<file path="src/tpad_consts.svh">
// Timing, angle and level constants of the touch phase-angle dimmer
`ifndef TPAD_CONSTS_SVH
`define TPAD_CONSTS_SVH
// ---------------------------------------------------------------
// Clock and line
// ---------------------------------------------------------------
`define TPAD_CLK_MHZ       200
`define TPAD_LINE_HZ       60
`define TPAD_DEG_PER_LINE  360
`define TPAD_HALF_DEG      9'h0B4
`define TPAD_LAST_DEG      9'h167
// ---------------------------------------------------------------
// Firing angle and brightness levels
// ---------------------------------------------------------------
`define TPAD_MIN_DEG       9'h029
`define TPAD_MAX_DEG       9'h09F
`define TPAD_DEG_SPAN      14'h0076
`define TPAD_LVL_STEPS     14'h0052
`define TPAD_LVL_MAX       7'h52
`define TPAD_LVL_MIN       7'h00
`define TPAD_FIRST_OUTER_BP  7'h1C
`define TPAD_SECOND_OUTER_BP 7'h1C
`define TPAD_FIRST_INNER_BP  7'h00
`define TPAD_SECOND_INNER_BP 7'h00
`define TPAD_SWEEP_STEP    7'h02
`define TPAD_FAST_CLKS     6'h02
`define TPAD_SLOW_CLKS     6'h04
// ---------------------------------------------------------------
// Times, counted in line cycles or system clocks
// ---------------------------------------------------------------
`define TPAD_DWELL_MS      500
`define TPAD_DWELL_CLKS    6'((`TPAD_DWELL_MS * `TPAD_LINE_HZ) / 1000)
`define TPAD_SHORT_MS      32
`define TPAD_SHORT_CLKS    6'((`TPAD_SHORT_MS * `TPAD_LINE_HZ + 999) / 1000)
`define TPAD_LONG_MS       332
`define TPAD_LONG_CLKS     6'((`TPAD_LONG_MS * `TPAD_LINE_HZ + 999) / 1000)
`define TPAD_PULSE_US      50
`define TPAD_PULSE_CYC     (`TPAD_PULSE_US * `TPAD_CLK_MHZ)
`define TPAD_HOLDUP_MS     1000
`define TPAD_HOLDUP_CYC    (`TPAD_HOLDUP_MS * 1000 * `TPAD_CLK_MHZ)
`endif

</file>
<file path="src/tpad_pkg.sv">
// Types shared by the touch phase-angle dimmer modules
package tpad_pkg;
   typedef logic [6:0] tpad_lvl_t;
   typedef logic [8:0] tpad_deg_t;
   typedef enum logic [1:0] {
      TPAD_ST_IDLE,
      TPAD_ST_PRESS,
      TPAD_ST_SWEEP,
      TPAD_ST_HOLD
   } tpad_touch_st_t;
endpackage : tpad_pkg

</file>
<file path="src/tpad_dimmer.sv">
// Touch phase-angle dimmer: touch timing, levels, sweep, slow dim
//
// Overview of operation
// - Lock touch, sweep and firing-angle timing to the line sync
// - One low firing pulse per half cycle
// - Fire between 41 and 159 degrees
// - Momentary touch toggles load on or off
// - Held touch sweeps, reversing at both ends
// - Thresholds scale with 60 Hz line
// - Each slow-dim falling edge lowers one step
// - Off by slow dim ignores further clocks
// - Touch active blocks the slow-dim input
// - Remote touch is local touch, active high
// - Memory: store on off, restore on on
// - Memory: first held touch starts at minimum
// - No memory: held touch starts per level
// - Fast region steps every 2 line clocks
// - Slow region steps every 4 line clocks
// - Hold minimum for about 500 ms
// - Full sweep each way takes about 1.83 seconds
// - Keep state 1 s, then switch off
`timescale 1ns/1ps
`include "tpad_consts.svh"
module tpad_dimmer #(
   parameter int PULSE_CYC  = `TPAD_PULSE_CYC,
   parameter int HOLDUP_CYC = `TPAD_HOLDUP_CYC
) (
   input  wire logic        sys_clk,
   input  wire logic        resetn,
   input  wire logic        line_sync,
   input  wire logic        touch_local_n,
   input  wire logic        touch_remote,
   input  wire logic        doze_clk,
   input  wire logic        cfg_memory,
   input  wire logic        cfg_reverse,
   input  wire logic        cfg_toggle_only,
   output logic             triac_fire_n,
   output logic             load_on,
   output tpad_pkg::tpad_lvl_t bright_lvl,
   output logic             line_locked
);
   import tpad_pkg::*;

   // ---------------------------------------------------------------
   // Declarations
   // ---------------------------------------------------------------
   tpad_deg_t      deg;
   logic           deg_step;
   logic           line_tick;
   logic           sync_ok;
   tpad_touch_st_t st_r;
   logic [5:0]     cnt_r;
   logic [5:0]     pace_r;
   logic [5:0]     pace_lim;
   logic           on_r;
   tpad_lvl_t      lvl_r;
   logic           dir_up_r;
   tpad_lvl_t      mem_lvl_r;
   logic           mem_valid_r;
   logic           long_seen_r;
   logic           doze_d_r;
   logic           sync_ok_d_r;
   tpad_deg_t      ang_r;
   logic [13:0]    ang_prod;
   logic           touch_act;
   logic           doze_fall;
   logic           press_end;
   logic           toggle_ev;
   logic           long_ev;
   logic           sweep_start;
   logic           sweep_tick;
   logic           sweep_step;
   logic           doze_ev;
   logic           sync_lost;
   tpad_lvl_t      start_lvl;
   logic           start_up;

   // ---------------------------------------------------------------
   // Line lock and firing pulse
   // ---------------------------------------------------------------
   tpad_line_pll #(
      .HOLDUP_CYC (HOLDUP_CYC)
   ) u_pll (
      .sys_clk   (sys_clk),
      .resetn    (resetn),
      .line_sync (line_sync),
      .deg       (deg),
      .deg_step  (deg_step),
      .line_tick (line_tick),
      .sync_ok   (sync_ok)
   );

   tpad_fire_gen #(
      .PULSE_CYC (PULSE_CYC)
   ) u_fire (
      .sys_clk      (sys_clk),
      .resetn       (resetn),
      .deg          (deg),
      .deg_step     (deg_step),
      .fire_en      (on_r & sync_ok),
      .fire_deg     (ang_r),
      .triac_fire_n (triac_fire_n)
   );

   // ---------------------------------------------------------------
   // Input events
   // ---------------------------------------------------------------
   assign touch_act = ~touch_local_n | touch_remote;
   assign doze_fall = doze_d_r & ~doze_clk;
   assign sync_lost = sync_ok_d_r & ~sync_ok;

   // Press and sweep logic only looks at touch on line ticks, so durations are line cycles
   assign press_end   = line_tick && st_r == TPAD_ST_PRESS && !touch_act;
   assign toggle_ev   = press_end && cnt_r >= `TPAD_SHORT_CLKS;
   assign long_ev     = line_tick && st_r == TPAD_ST_PRESS && touch_act &&
                        cnt_r >= `TPAD_LONG_CLKS;
   assign sweep_start = long_ev && !cfg_toggle_only;
   assign sweep_tick  = line_tick && st_r == TPAD_ST_SWEEP && touch_act;
   assign sweep_step  = sweep_tick && (pace_r + 6'h01 >= pace_lim);
   assign doze_ev     = doze_fall && st_r == TPAD_ST_IDLE && !touch_act &&
                        on_r && sync_ok;

   always_ff @(posedge sys_clk) begin
      if (!resetn) begin
         doze_d_r    <= 1'b1;
         sync_ok_d_r <= 1'b0;
      end else begin
         doze_d_r    <= doze_clk;
         sync_ok_d_r <= sync_ok;
      end
   end

   // ---------------------------------------------------------------
   // Touch duration state machine
   // ---------------------------------------------------------------
   always_ff @(posedge sys_clk) begin
      if (!resetn) begin
         st_r  <= TPAD_ST_IDLE;
         cnt_r <= 6'h00;
      end else if (sync_lost) begin
         st_r <= TPAD_ST_IDLE;
      end else if (line_tick) begin
         case (st_r)
            TPAD_ST_IDLE: begin
               if (touch_act) begin
                  st_r  <= TPAD_ST_PRESS;
                  cnt_r <= 6'h01;
               end
            end
            TPAD_ST_PRESS: begin
               if (!touch_act) st_r <= TPAD_ST_IDLE;
               else if (long_ev) st_r <= cfg_toggle_only ? TPAD_ST_HOLD : TPAD_ST_SWEEP;
               else cnt_r <= cnt_r + 6'h01;
            end
            TPAD_ST_SWEEP,
            TPAD_ST_HOLD: begin
               if (!touch_act) st_r <= TPAD_ST_IDLE;
            end
            default: st_r <= TPAD_ST_IDLE;
         endcase
      end
   end

   // ---------------------------------------------------------------
   // Sweep pacing
   // ---------------------------------------------------------------
   always_comb begin
      if (lvl_r == `TPAD_FIRST_INNER_BP && !dir_up_r) begin
         pace_lim = `TPAD_DWELL_CLKS;
      end else if (lvl_r > `TPAD_FIRST_OUTER_BP ||
                   (lvl_r == `TPAD_SECOND_OUTER_BP && dir_up_r)) begin
         pace_lim = `TPAD_FAST_CLKS;
      end else begin
         pace_lim = `TPAD_SLOW_CLKS;
      end
   end

   always_ff @(posedge sys_clk) begin
      if (!resetn) begin
         pace_r <= 6'h00;
      end else if (sweep_start || sweep_step) begin
         pace_r <= 6'h00;
      end else if (sweep_tick) begin
         pace_r <= pace_r + 6'h01;
      end
   end

   // ---------------------------------------------------------------
   // Sweep start point
   // ---------------------------------------------------------------
   always_comb begin
      start_lvl = lvl_r;
      start_up  = 1'b1;
      if (!on_r) begin
         start_lvl = `TPAD_LVL_MIN;
         if (cfg_memory && long_seen_r && mem_valid_r) begin
            start_lvl = mem_lvl_r;
            start_up  = mem_lvl_r != `TPAD_LVL_MAX;
         end
      end else if (lvl_r == `TPAD_LVL_MAX) begin
         start_up = 1'b0;
      end else if (lvl_r != `TPAD_LVL_MIN) begin
         start_up = cfg_reverse ? !dir_up_r : 1'b1;
      end
   end

   // ---------------------------------------------------------------
   // Load state, level and direction
   // ---------------------------------------------------------------
   always_ff @(posedge sys_clk) begin
      if (!resetn) begin
         on_r     <= 1'b0;
         lvl_r    <= `TPAD_LVL_MAX;
         dir_up_r <= 1'b1;
      end else if (sync_lost) begin
         on_r <= 1'b0;
      end else if (toggle_ev) begin
         on_r <= !on_r;
         if (!on_r) begin
            lvl_r <= (cfg_memory && mem_valid_r) ? mem_lvl_r : `TPAD_LVL_MAX;
         end
      end else if (sweep_start) begin
         on_r     <= 1'b1;
         lvl_r    <= start_lvl;
         dir_up_r <= start_up;
      end else if (sweep_step) begin
         if (dir_up_r) begin
            if (lvl_r >= `TPAD_LVL_MAX - `TPAD_SWEEP_STEP) begin
               lvl_r    <= `TPAD_LVL_MAX;
               dir_up_r <= 1'b0;
            end else begin
               lvl_r <= lvl_r + `TPAD_SWEEP_STEP;
            end
         end else if (lvl_r == `TPAD_LVL_MIN) begin
            dir_up_r <= 1'b1;
         end else if (lvl_r <= `TPAD_SWEEP_STEP) begin
            lvl_r <= `TPAD_LVL_MIN;
         end else begin
            lvl_r <= lvl_r - `TPAD_SWEEP_STEP;
         end
      end else if (doze_ev) begin
         if (lvl_r == `TPAD_LVL_MIN) on_r <= 1'b0;
         else lvl_r <= lvl_r - 7'h01;
      end
   end

   // ---------------------------------------------------------------
   // Brightness memory
   // ---------------------------------------------------------------
   always_ff @(posedge sys_clk) begin
      if (!resetn) begin
         mem_lvl_r   <= `TPAD_LVL_MAX;
         mem_valid_r <= 1'b0;
         long_seen_r <= 1'b0;
      end else begin
         if (toggle_ev && on_r && cfg_memory) begin
            mem_lvl_r   <= lvl_r;
            mem_valid_r <= 1'b1;
         end
         if (sweep_start) long_seen_r <= 1'b1;
      end
   end

   // ---------------------------------------------------------------
   // Level to firing angle
   // ---------------------------------------------------------------
   assign ang_prod = 14'(lvl_r * `TPAD_DEG_SPAN);

   always_ff @(posedge sys_clk) begin
      if (!resetn) begin
         ang_r <= `TPAD_MAX_DEG;
      end else begin
         ang_r <= `TPAD_MIN_DEG + 9'(ang_prod / `TPAD_LVL_STEPS);
      end
   end

   assign load_on     = on_r;
   assign bright_lvl  = lvl_r;
   assign line_locked = sync_ok;

   // ---------------------------------------------------------------
   // Checks
   // ---------------------------------------------------------------
   toggle_off_a: assert property (
      @(posedge sys_clk) disable iff (!resetn)
      (toggle_ev && on_r) |=> !on_r)
      else $error("momentary touch left the load on");
   toggle_on_a: assert property (
      @(posedge sys_clk) disable iff (!resetn)
      (toggle_ev && !on_r && !(cfg_memory && mem_valid_r)) |=> on_r && lvl_r == `TPAD_LVL_MAX)
      else $error("first switch-on not at full brightness");
   doze_step_a: assert property (
      @(posedge sys_clk) disable iff (!resetn)
      (doze_ev && lvl_r != `TPAD_LVL_MIN) |=> lvl_r == $past(lvl_r) - 7'h01)
      else $error("slow-dim edge did not lower one step");
   doze_off_a: assert property (
      @(posedge sys_clk) disable iff (!resetn)
      (!on_r && doze_fall && !line_tick) |=> !on_r)
      else $error("slow-dim clock turned the load on");
   doze_block_a: assert property (
      @(posedge sys_clk) disable iff (!resetn)
      (doze_fall && touch_act && !line_tick) |=> $stable(lvl_r) && $stable(on_r))
      else $error("slow-dim acted during touch");
   fast_rate_a: assert property (
      @(posedge sys_clk) disable iff (!resetn)
      (sweep_tick && pace_r == 6'h01 && dir_up_r && lvl_r > `TPAD_FIRST_OUTER_BP &&
       lvl_r < `TPAD_LVL_MAX - `TPAD_SWEEP_STEP) |=> lvl_r == $past(lvl_r) + `TPAD_SWEEP_STEP)
      else $error("fast sweep step missed");
   no_sweep_a: assert property (
      @(posedge sys_clk) disable iff (!resetn)
      (st_r == TPAD_ST_SWEEP && $past(st_r) != TPAD_ST_SWEEP) |-> !$past(cfg_toggle_only))
      else $error("toggle-only variant entered sweep");
   line_loss_a: assert property (
      @(posedge sys_clk) disable iff (!resetn)
      sync_lost |=> !on_r ##1 !on_r)
      else $error("load stayed on after long line loss");
endmodule : tpad_dimmer

</file>
<file path="src/tpad_fire_gen.sv">
// Firing pulse generator: one low pulse per half cycle at the set angle
`timescale 1ns/1ps
`include "tpad_consts.svh"
module tpad_fire_gen #(
   parameter int PULSE_CYC = `TPAD_PULSE_CYC
) (
   input  wire logic        sys_clk,
   input  wire logic        resetn,
   input  tpad_pkg::tpad_deg_t deg,
   input  wire logic        deg_step,
   input  wire logic        fire_en,
   input  tpad_pkg::tpad_deg_t fire_deg,
   output logic             triac_fire_n
);
   import tpad_pkg::*;
   logic        fire_start;
   logic [15:0] width_r;
   logic        half_d_r;
   logic        fired_half_r;
   logic        half_flip;
   tpad_deg_t   half_deg;
   logic        gate_d_r;
   logic [1:0]  pulses_r;

   assign half_flip = half_d_r != (deg >= `TPAD_HALF_DEG);
   assign half_deg  = (deg >= `TPAD_HALF_DEG) ? deg - `TPAD_HALF_DEG : deg;

   // First step at or past the angle: a level lowered mid half cycle cannot skip the pulse
   assign fire_start = fire_en && deg_step && !fired_half_r &&
                       half_deg >= fire_deg && half_deg <= `TPAD_MAX_DEG;

   always_ff @(posedge sys_clk) begin
      if (!resetn) begin
         width_r      <= 16'h0000;
         triac_fire_n <= 1'b1;
      end else if (fire_start) begin
         width_r      <= 16'(PULSE_CYC - 1);
         triac_fire_n <= 1'b0;
      end else if (width_r != 16'h0000) begin
         width_r <= width_r - 16'h0001;
      end else begin
         triac_fire_n <= 1'b1;
      end
   end

   // Tracks whether this half cycle has fired already
   always_ff @(posedge sys_clk) begin
      if (!resetn) begin
         half_d_r     <= 1'b0;
         fired_half_r <= 1'b0;
      end else begin
         half_d_r <= (deg >= `TPAD_HALF_DEG);
         if (fire_start) fired_half_r <= 1'b1;
         else if (half_flip || deg == 9'h000) fired_half_r <= 1'b0;
      end
   end

   // Output pulses seen in this half cycle, for the once-per-half check
   always_ff @(posedge sys_clk) begin
      if (!resetn) begin
         gate_d_r <= 1'b1;
         pulses_r <= 2'h0;
      end else begin
         gate_d_r <= triac_fire_n;
         if (half_flip) begin
            pulses_r <= 2'h0;
         end else if (gate_d_r && !triac_fire_n && pulses_r != 2'h3) begin
            pulses_r <= pulses_r + 2'h1;
         end
      end
   end

   once_per_half_a: assert property (
      @(posedge sys_clk) disable iff (!resetn)
      pulses_r <= 2'h1)
      else $error("second firing pulse in one half cycle");
   fire_range_a: assert property (
      @(posedge sys_clk) disable iff (!resetn)
      fire_start |-> (fire_deg >= `TPAD_MIN_DEG && fire_deg <= `TPAD_MAX_DEG))
      else $error("firing angle outside 41 to 159 degrees");
   pulse_low_a: assert property (
      @(posedge sys_clk) disable iff (!resetn)
      fire_start |=> !triac_fire_n)
      else $error("firing pulse not driven low");
endmodule : tpad_fire_gen

</file>
<file path="src/tpad_line_pll.sv">
// Digital line lock: line-cycle phase in degrees and line-cycle ticks
`timescale 1ns/1ps
`include "tpad_consts.svh"
module tpad_line_pll #(
   parameter int HOLDUP_CYC = `TPAD_HOLDUP_CYC
) (
   input  wire logic        sys_clk,
   input  wire logic        resetn,
   input  wire logic        line_sync,
   output tpad_pkg::tpad_deg_t deg,
   output logic             deg_step,
   output logic             line_tick,
   output logic             sync_ok
);
   import tpad_pkg::*;
   logic        sync_d_r;
   logic        sync_rise;
   logic [27:0] per_cnt_r;
   logic [27:0] per_r;
   logic [1:0]  edges_r;
   logic [28:0] acc_r;
   logic [28:0] acc_nxt;
   tpad_deg_t   deg_r;
   logic        step_r;
   logic        tick_r;
   logic        ok_r;

   assign sync_rise = line_sync & ~sync_d_r;
   assign acc_nxt   = acc_r + 29'(`TPAD_DEG_PER_LINE);

   // ---------------------------------------------------------------
   // Period measurement and loss of line
   // ---------------------------------------------------------------
   always_ff @(posedge sys_clk) begin
      if (!resetn) begin
         sync_d_r  <= 1'b1;  // A line already high at release is not an edge
         per_cnt_r <= 28'h0000000;
         per_r     <= 28'h0000000;
         edges_r   <= 2'h0;
         ok_r      <= 1'b0;
      end else begin
         sync_d_r <= line_sync;
         if (sync_rise) begin
            per_r     <= per_cnt_r + 28'h0000001;
            per_cnt_r <= 28'h0000000;
            if (edges_r != 2'h2) edges_r <= edges_r + 2'h1;
            if (edges_r == 2'h2) ok_r <= 1'b1;
         end else if (per_cnt_r >= 28'(HOLDUP_CYC)) begin
            ok_r    <= 1'b0;  // Line gone too long: relock from scratch
            edges_r <= 2'h0;
         end else begin
            per_cnt_r <= per_cnt_r + 28'h0000001;
         end
      end
   end

   // ---------------------------------------------------------------
   // Degree oscillator, realigned at each line edge
   // ---------------------------------------------------------------
   always_ff @(posedge sys_clk) begin
      if (!resetn) begin
         acc_r  <= 29'h00000000;
         deg_r  <= 9'h000;
         step_r <= 1'b0;
         tick_r <= 1'b0;
      end else begin
         step_r <= 1'b0;
         tick_r <= sync_rise & ok_r;
         if (sync_rise) begin
            acc_r <= 29'h00000000;
            deg_r <= 9'h000;
         end else if (ok_r && acc_nxt >= {1'b0, per_r}) begin
            acc_r  <= acc_nxt - {1'b0, per_r};
            step_r <= 1'b1;
            if (deg_r != `TPAD_LAST_DEG) deg_r <= deg_r + 9'h001;
         end else if (ok_r) begin
            acc_r <= acc_nxt;
         end
      end
   end

   assign deg       = deg_r;
   assign deg_step  = step_r;
   assign line_tick = tick_r;
   assign sync_ok   = ok_r;

   sync_align_a: assert property (
      @(posedge sys_clk) disable iff (!resetn)
      (sync_rise && ok_r) |=> (deg_r == 9'h000) && tick_r)
      else $error("phase not realigned to line edge");
   tick_cause_a: assert property (
      @(posedge sys_clk) disable iff (!resetn)
      tick_r |-> $past(sync_rise) && $past(ok_r))
      else $error("line tick without a locked line edge");
endmodule : tpad_line_pll

</file>
<file path="config.mk">
export PLATFORM = sky130hd
export DESIGN_NAME = tpad_dimmer
export DESIGN_NICKNAME = d
export VERILOG_FILES = /design/src/tpad_pkg.sv /design/src/tpad_dimmer.sv /design/src/tpad_fire_gen.sv /design/src/tpad_line_pll.sv
export VERILOG_INCLUDE_DIRS = /design/src /design/src/src
export SDC_FILE = /design/constraint.sdc
export NUM_CORES = 1
export LEC_CHECK = 0
export BUFFER_PORTS_ARGS = -buffer_cell sky130_fd_sc_hd__buf_2
export CAP_MARGIN = 20
export CORE_AREA = 5 5 183 167
export DETAILED_ROUTE_END_ITERATION = 10
export DIE_AREA = 0 0 188 172
export HOLD_SLACK_MARGIN = 0.05
export PLACE_DENSITY = 0.71
export RECOVER_POWER = 50
export SLEW_MARGIN = 10
export SYNTH_ARGS = -nofsm -noshare
export SYNTH_HDL_FRONTEND = slang
export SYNTH_HIERARCHICAL = 1
export SYNTH_SLANG_ARGS = --single-unit
</file>
<file path="constraint.sdc">
create_clock -name sys_clk -period 10.9 [get_ports sys_clk]
set_clock_uncertainty 0.1 [all_clocks]
set_input_delay 1.635 -clock sys_clk [delete_from_list [all_inputs] [get_ports sys_clk]]
set_output_delay 1.635 -clock sys_clk [all_outputs]
set_load 0.02 [all_outputs]
</file>
==> run_results.csv <==
group,metric,value,unit
global_routing,track_usage,20.9,%
timing,final_period_minus_worst_setup_slack,9900,ps
power,power_density,108,nW/um^2
placed_design,placement.io_buffers,18,
timing,slew-limit-headroom,-59.8,%
timing,period_share,90.8,%
synth,postSynth.topFlopCell,"dfxtp_1",
cts,tritoncts.num_buffers,17,
setup_path,timing.setup.critical_path_class,"reg2reg",
setup_path,critical_path_arrival,10110,ps
hold_path,min_delay_endpoint,"u_fire/fired_half_r",
final_layout,layout-drive-gt1-share,7.33,%
placed_design,routabilityCongestion,0.941,
setup_path,reg2regPathDepth,35,
hold_path,worst_hold_startpoint,"u_fire/fired_half_r",
synth,syn_inst,1786,
timing,setup_total_negative_slack,0,ps
final_layout,design.final.nets,1878,
status,failing_checks,"capacitance limit, slew limit",
power,gate_power_share,21.8,%
power,internal_power,1080,uW
hold_path,cell_count_of_the_worst_hold_path,2,
floorplanning,die-width,188,um
routing,drt_first_pass_iters,6,
final_layout,most-common-layout-cells,"206 x nand2_1, 166 x nor2_1, 161 x dfxtp_1",
power,ir_worst_vdd,100,uV
routing,drcViolationCount,0,
global_routing,antenna_found_initial,0,
synth,synth_fp_nets,1904,
timing,rsz0062_at_grt,"false",
synth,ys_warn_count,6,
timing,fmax,0.101,GHz
power,pwr-share-seq,41.0,%
synth,yosysSeqAreaShare,23.1,%
timing,finalHoldViolations,0,
synth,synth.lib_cells_used.distinct,122,
global_routing,overflow,0,
setup_path,worst_setup_path_start_kind,"register",
global_routing,wire_length_of_the_first_global_routing_pass,57900,um
routing,number_of_drc_violations_after_detailed_routing_iteration_0,911,
routing,vias,12600,
power,leakage,0.00612,uW
setup_path,worst_setup_path_end_kind,"register",
global_routing,grt_start_max_net_pins,54,
timing,worst_slack,1000,ps
setup_path,crit_required,11110,ps
cts,cts-root-buf,"clkbuf_16",
floorplanning,dieArea,32300,sq um
power,switching_share,32.3,%
routing,drt-vias-per-instance,5.91,
placed_design,detailed_place_hpwl,25200,um
synth,synth_enable_flop_cells,0,
floorplanning,core.rowCount,59,
hold_path,holdCritPathClass,"reg2reg",
floorplanning,initial_core_utilization,49.2,%
synth,synth-seq-cells,162,
routing,wl_per_cell,16.0,um
cts,cts_sinks,162,
timing,report.final.slew_viol_count,79,
final_layout,layout.cells.most_common,"nand2_1",
synth,asyncSetResetFlopFracSynth,0,%
power,power.clock.fraction,37.2,%
cts,htree_num_levels,4,
setup_path,slowest_delay,590,ps
cts,clock_insertion_delay_worst_skew,440,ps
cts,cts_max_path_buffers,2,
final_layout,area_growth_syn_to_layout,5.90,%
power,power.net_switching,517,uW
setup_path,critPathMaxFanout,16,
floorplanning,coreArea,28500,sq um
cts,cts.hold.buffers_added,0,
setup_path,slowest_stage,"dfxtp_1",
final_layout,antennaDiodeCount,0,
global_routing,first_global_vias,11800,
synth,netlist_area,14000,sq um
floorplanning,die_boundary_height,172,um
cts,tritoncts_clock_tree,"built",
timing,max_slew.worst_pin.slew,2400,ps
routing,totalWireLength,34200,um
cts,clk_transition_reported_paths,70,ps
setup_path,timing.rr.end,"ang_r[6]",
synth,syn-mean-instance-area,7.85,sq um
setup_path,r2r_start,"bright_lvl[4]",
cts,number_of_post_cts_setup_repair_buffers,0,
cts,cts_repair_resize_count,0,
status,status,"finished, violations left",
setup_path,setup.reg_to_reg.worst_slack,1000,ps
floorplanning,io_pins,19,
routing,route.antenna.remaining_nets,0,
timing,setup_violations,0,
placed_design,dp_slack,898,ps
run,cap_violations,2,
area by class of cell:
class	count	area (sq um)
repair buffers	32	168
inverters	104	390
clock buffers	17	425
clock inverters	15	149
multi-input cells	1443	10000
fillers	2766	13600
flip-flops and latches	162	3240
well taps	366	458
kinds of logic (layout without fill, tap and decap cells):
logic type	count (synthesis)	after routing	synth area share, %
compound gates	493	493	25.9
flops	162	162	23.1
mux	11	11	0.785
simple gates	663	663	23.4
xor+xnor	165	165	10.7
other cells	1	1	0.0267
buf+inv	181	168	5.49
fa+ha+maj	110	110	10.6
per-stage QoR:
stage / util (%) / area, sq um / hold WS [ps] / total power, uW / cells
3_5_place_dp: 50.2 / 14300 / 363 / 1010 / 2106
3_3_place_gp: 50.1 / 14300 / 353 / 1010 / 2104
2_1_floorplan: - / 14000 / 342 / 952 / 1786
6_report: 52.1 / 14900 / 371 / 1600 / 2139
5_1_grt: 52.1 / 14900 / 394 / 1680 / 2139
4_1_cts: 52.2 / 14900 / 373 / 1610 / 2138
sequential cells by signal, indices dropped and copies added (netlist names), 2 cells and up:
register,flops
u_pll/deg,9
pace_r,6
cnt_r,6
mem_lvl_r,7
ang_r,9
bright_lvl,7
u_pll/per_r,28
u_fire/width_r,16
u_pll/per_cnt_r,28
st_r,2
u_pll/edges_r,2
u_pll/acc_r,29
cells in the mapped netlist, drive strengths merged, types with 21 or more instances:
| cell | instances | share of area, % |
|---|---|---|
| o211ai | 29 | 1.6 |
| inv | 102 | 2.7 |
| o21ai | 107 | 4.1 |
| a21oi | 107 | 4.2 |
| nand4 | 29 | 1.3 |
| o211a | 26 | 1.9 |
| and2 | 25 | 1.1 |
| nor3 | 38 | 1.5 |
| xnor2 | 82 | 5.2 |
| ha | 94 | 8.4 |
| nor2 | 167 | 4.5 |
| clkbuf | 48 | 1.3 |
| and3 | 33 | 1.5 |
| nand2 | 208 | 5.6 |
| a21o | 21 | 1.1 |
| dfxtp | 162 | 23 |
| buf | 29 | 1.4 |
| xor2 | 81 | 5.2 |
| a211oi | 26 | 1.6 |
| nand3 | 69 | 2.5 |
worst max-delay path, delay by kind of cell, from the launching register on:
family	cells	cell delay [ps]
multiplexers	2	820
buffers and inverters	4	460
adder cells (fa/ha/maj)	5	2290
AND/OR/NAND/NOR	12	2480
XOR/XNOR	2	450
flip-flops	1	590
AO/OA/AOI/OAI	10	2560
worst max path at each step:
stage                           to     startpoint  cells after the start
after global placement    ang_r[6]  bright_lvl[4]                     36
after floorplan           ang_r[6]  bright_lvl[4]                     37
after global routing      ang_r[6]  bright_lvl[4]                     36
after detailed placement  ang_r[6]  bright_lvl[4]                     35
after CTS                 ang_r[6]  bright_lvl[4]                     35
final                     ang_r[6]  bright_lvl[4]                     35
routing by layer:
layer	vias up	global-route usage [%]	part of all wire, %
li1	6380	-	-
met1	5921	29.7	49
met2	312	34.2	45
met3	30	2.60	4.6
met4	0	4.59	1.1
met5	-	0	0
power groups by stage:
stage | Combinational [uW] | Clock [uW] | Sequential (uW)
final | 350 | 596 | 656
after global routing | 388 | 636 | 660
after CTS | 346 | 609 | 656
after detailed placement | 344 | 0 | 669
after global placement | 339 | 0 | 668
after floorplan | 289 | 0 | 663
Power figures use the tool's default switching activity.
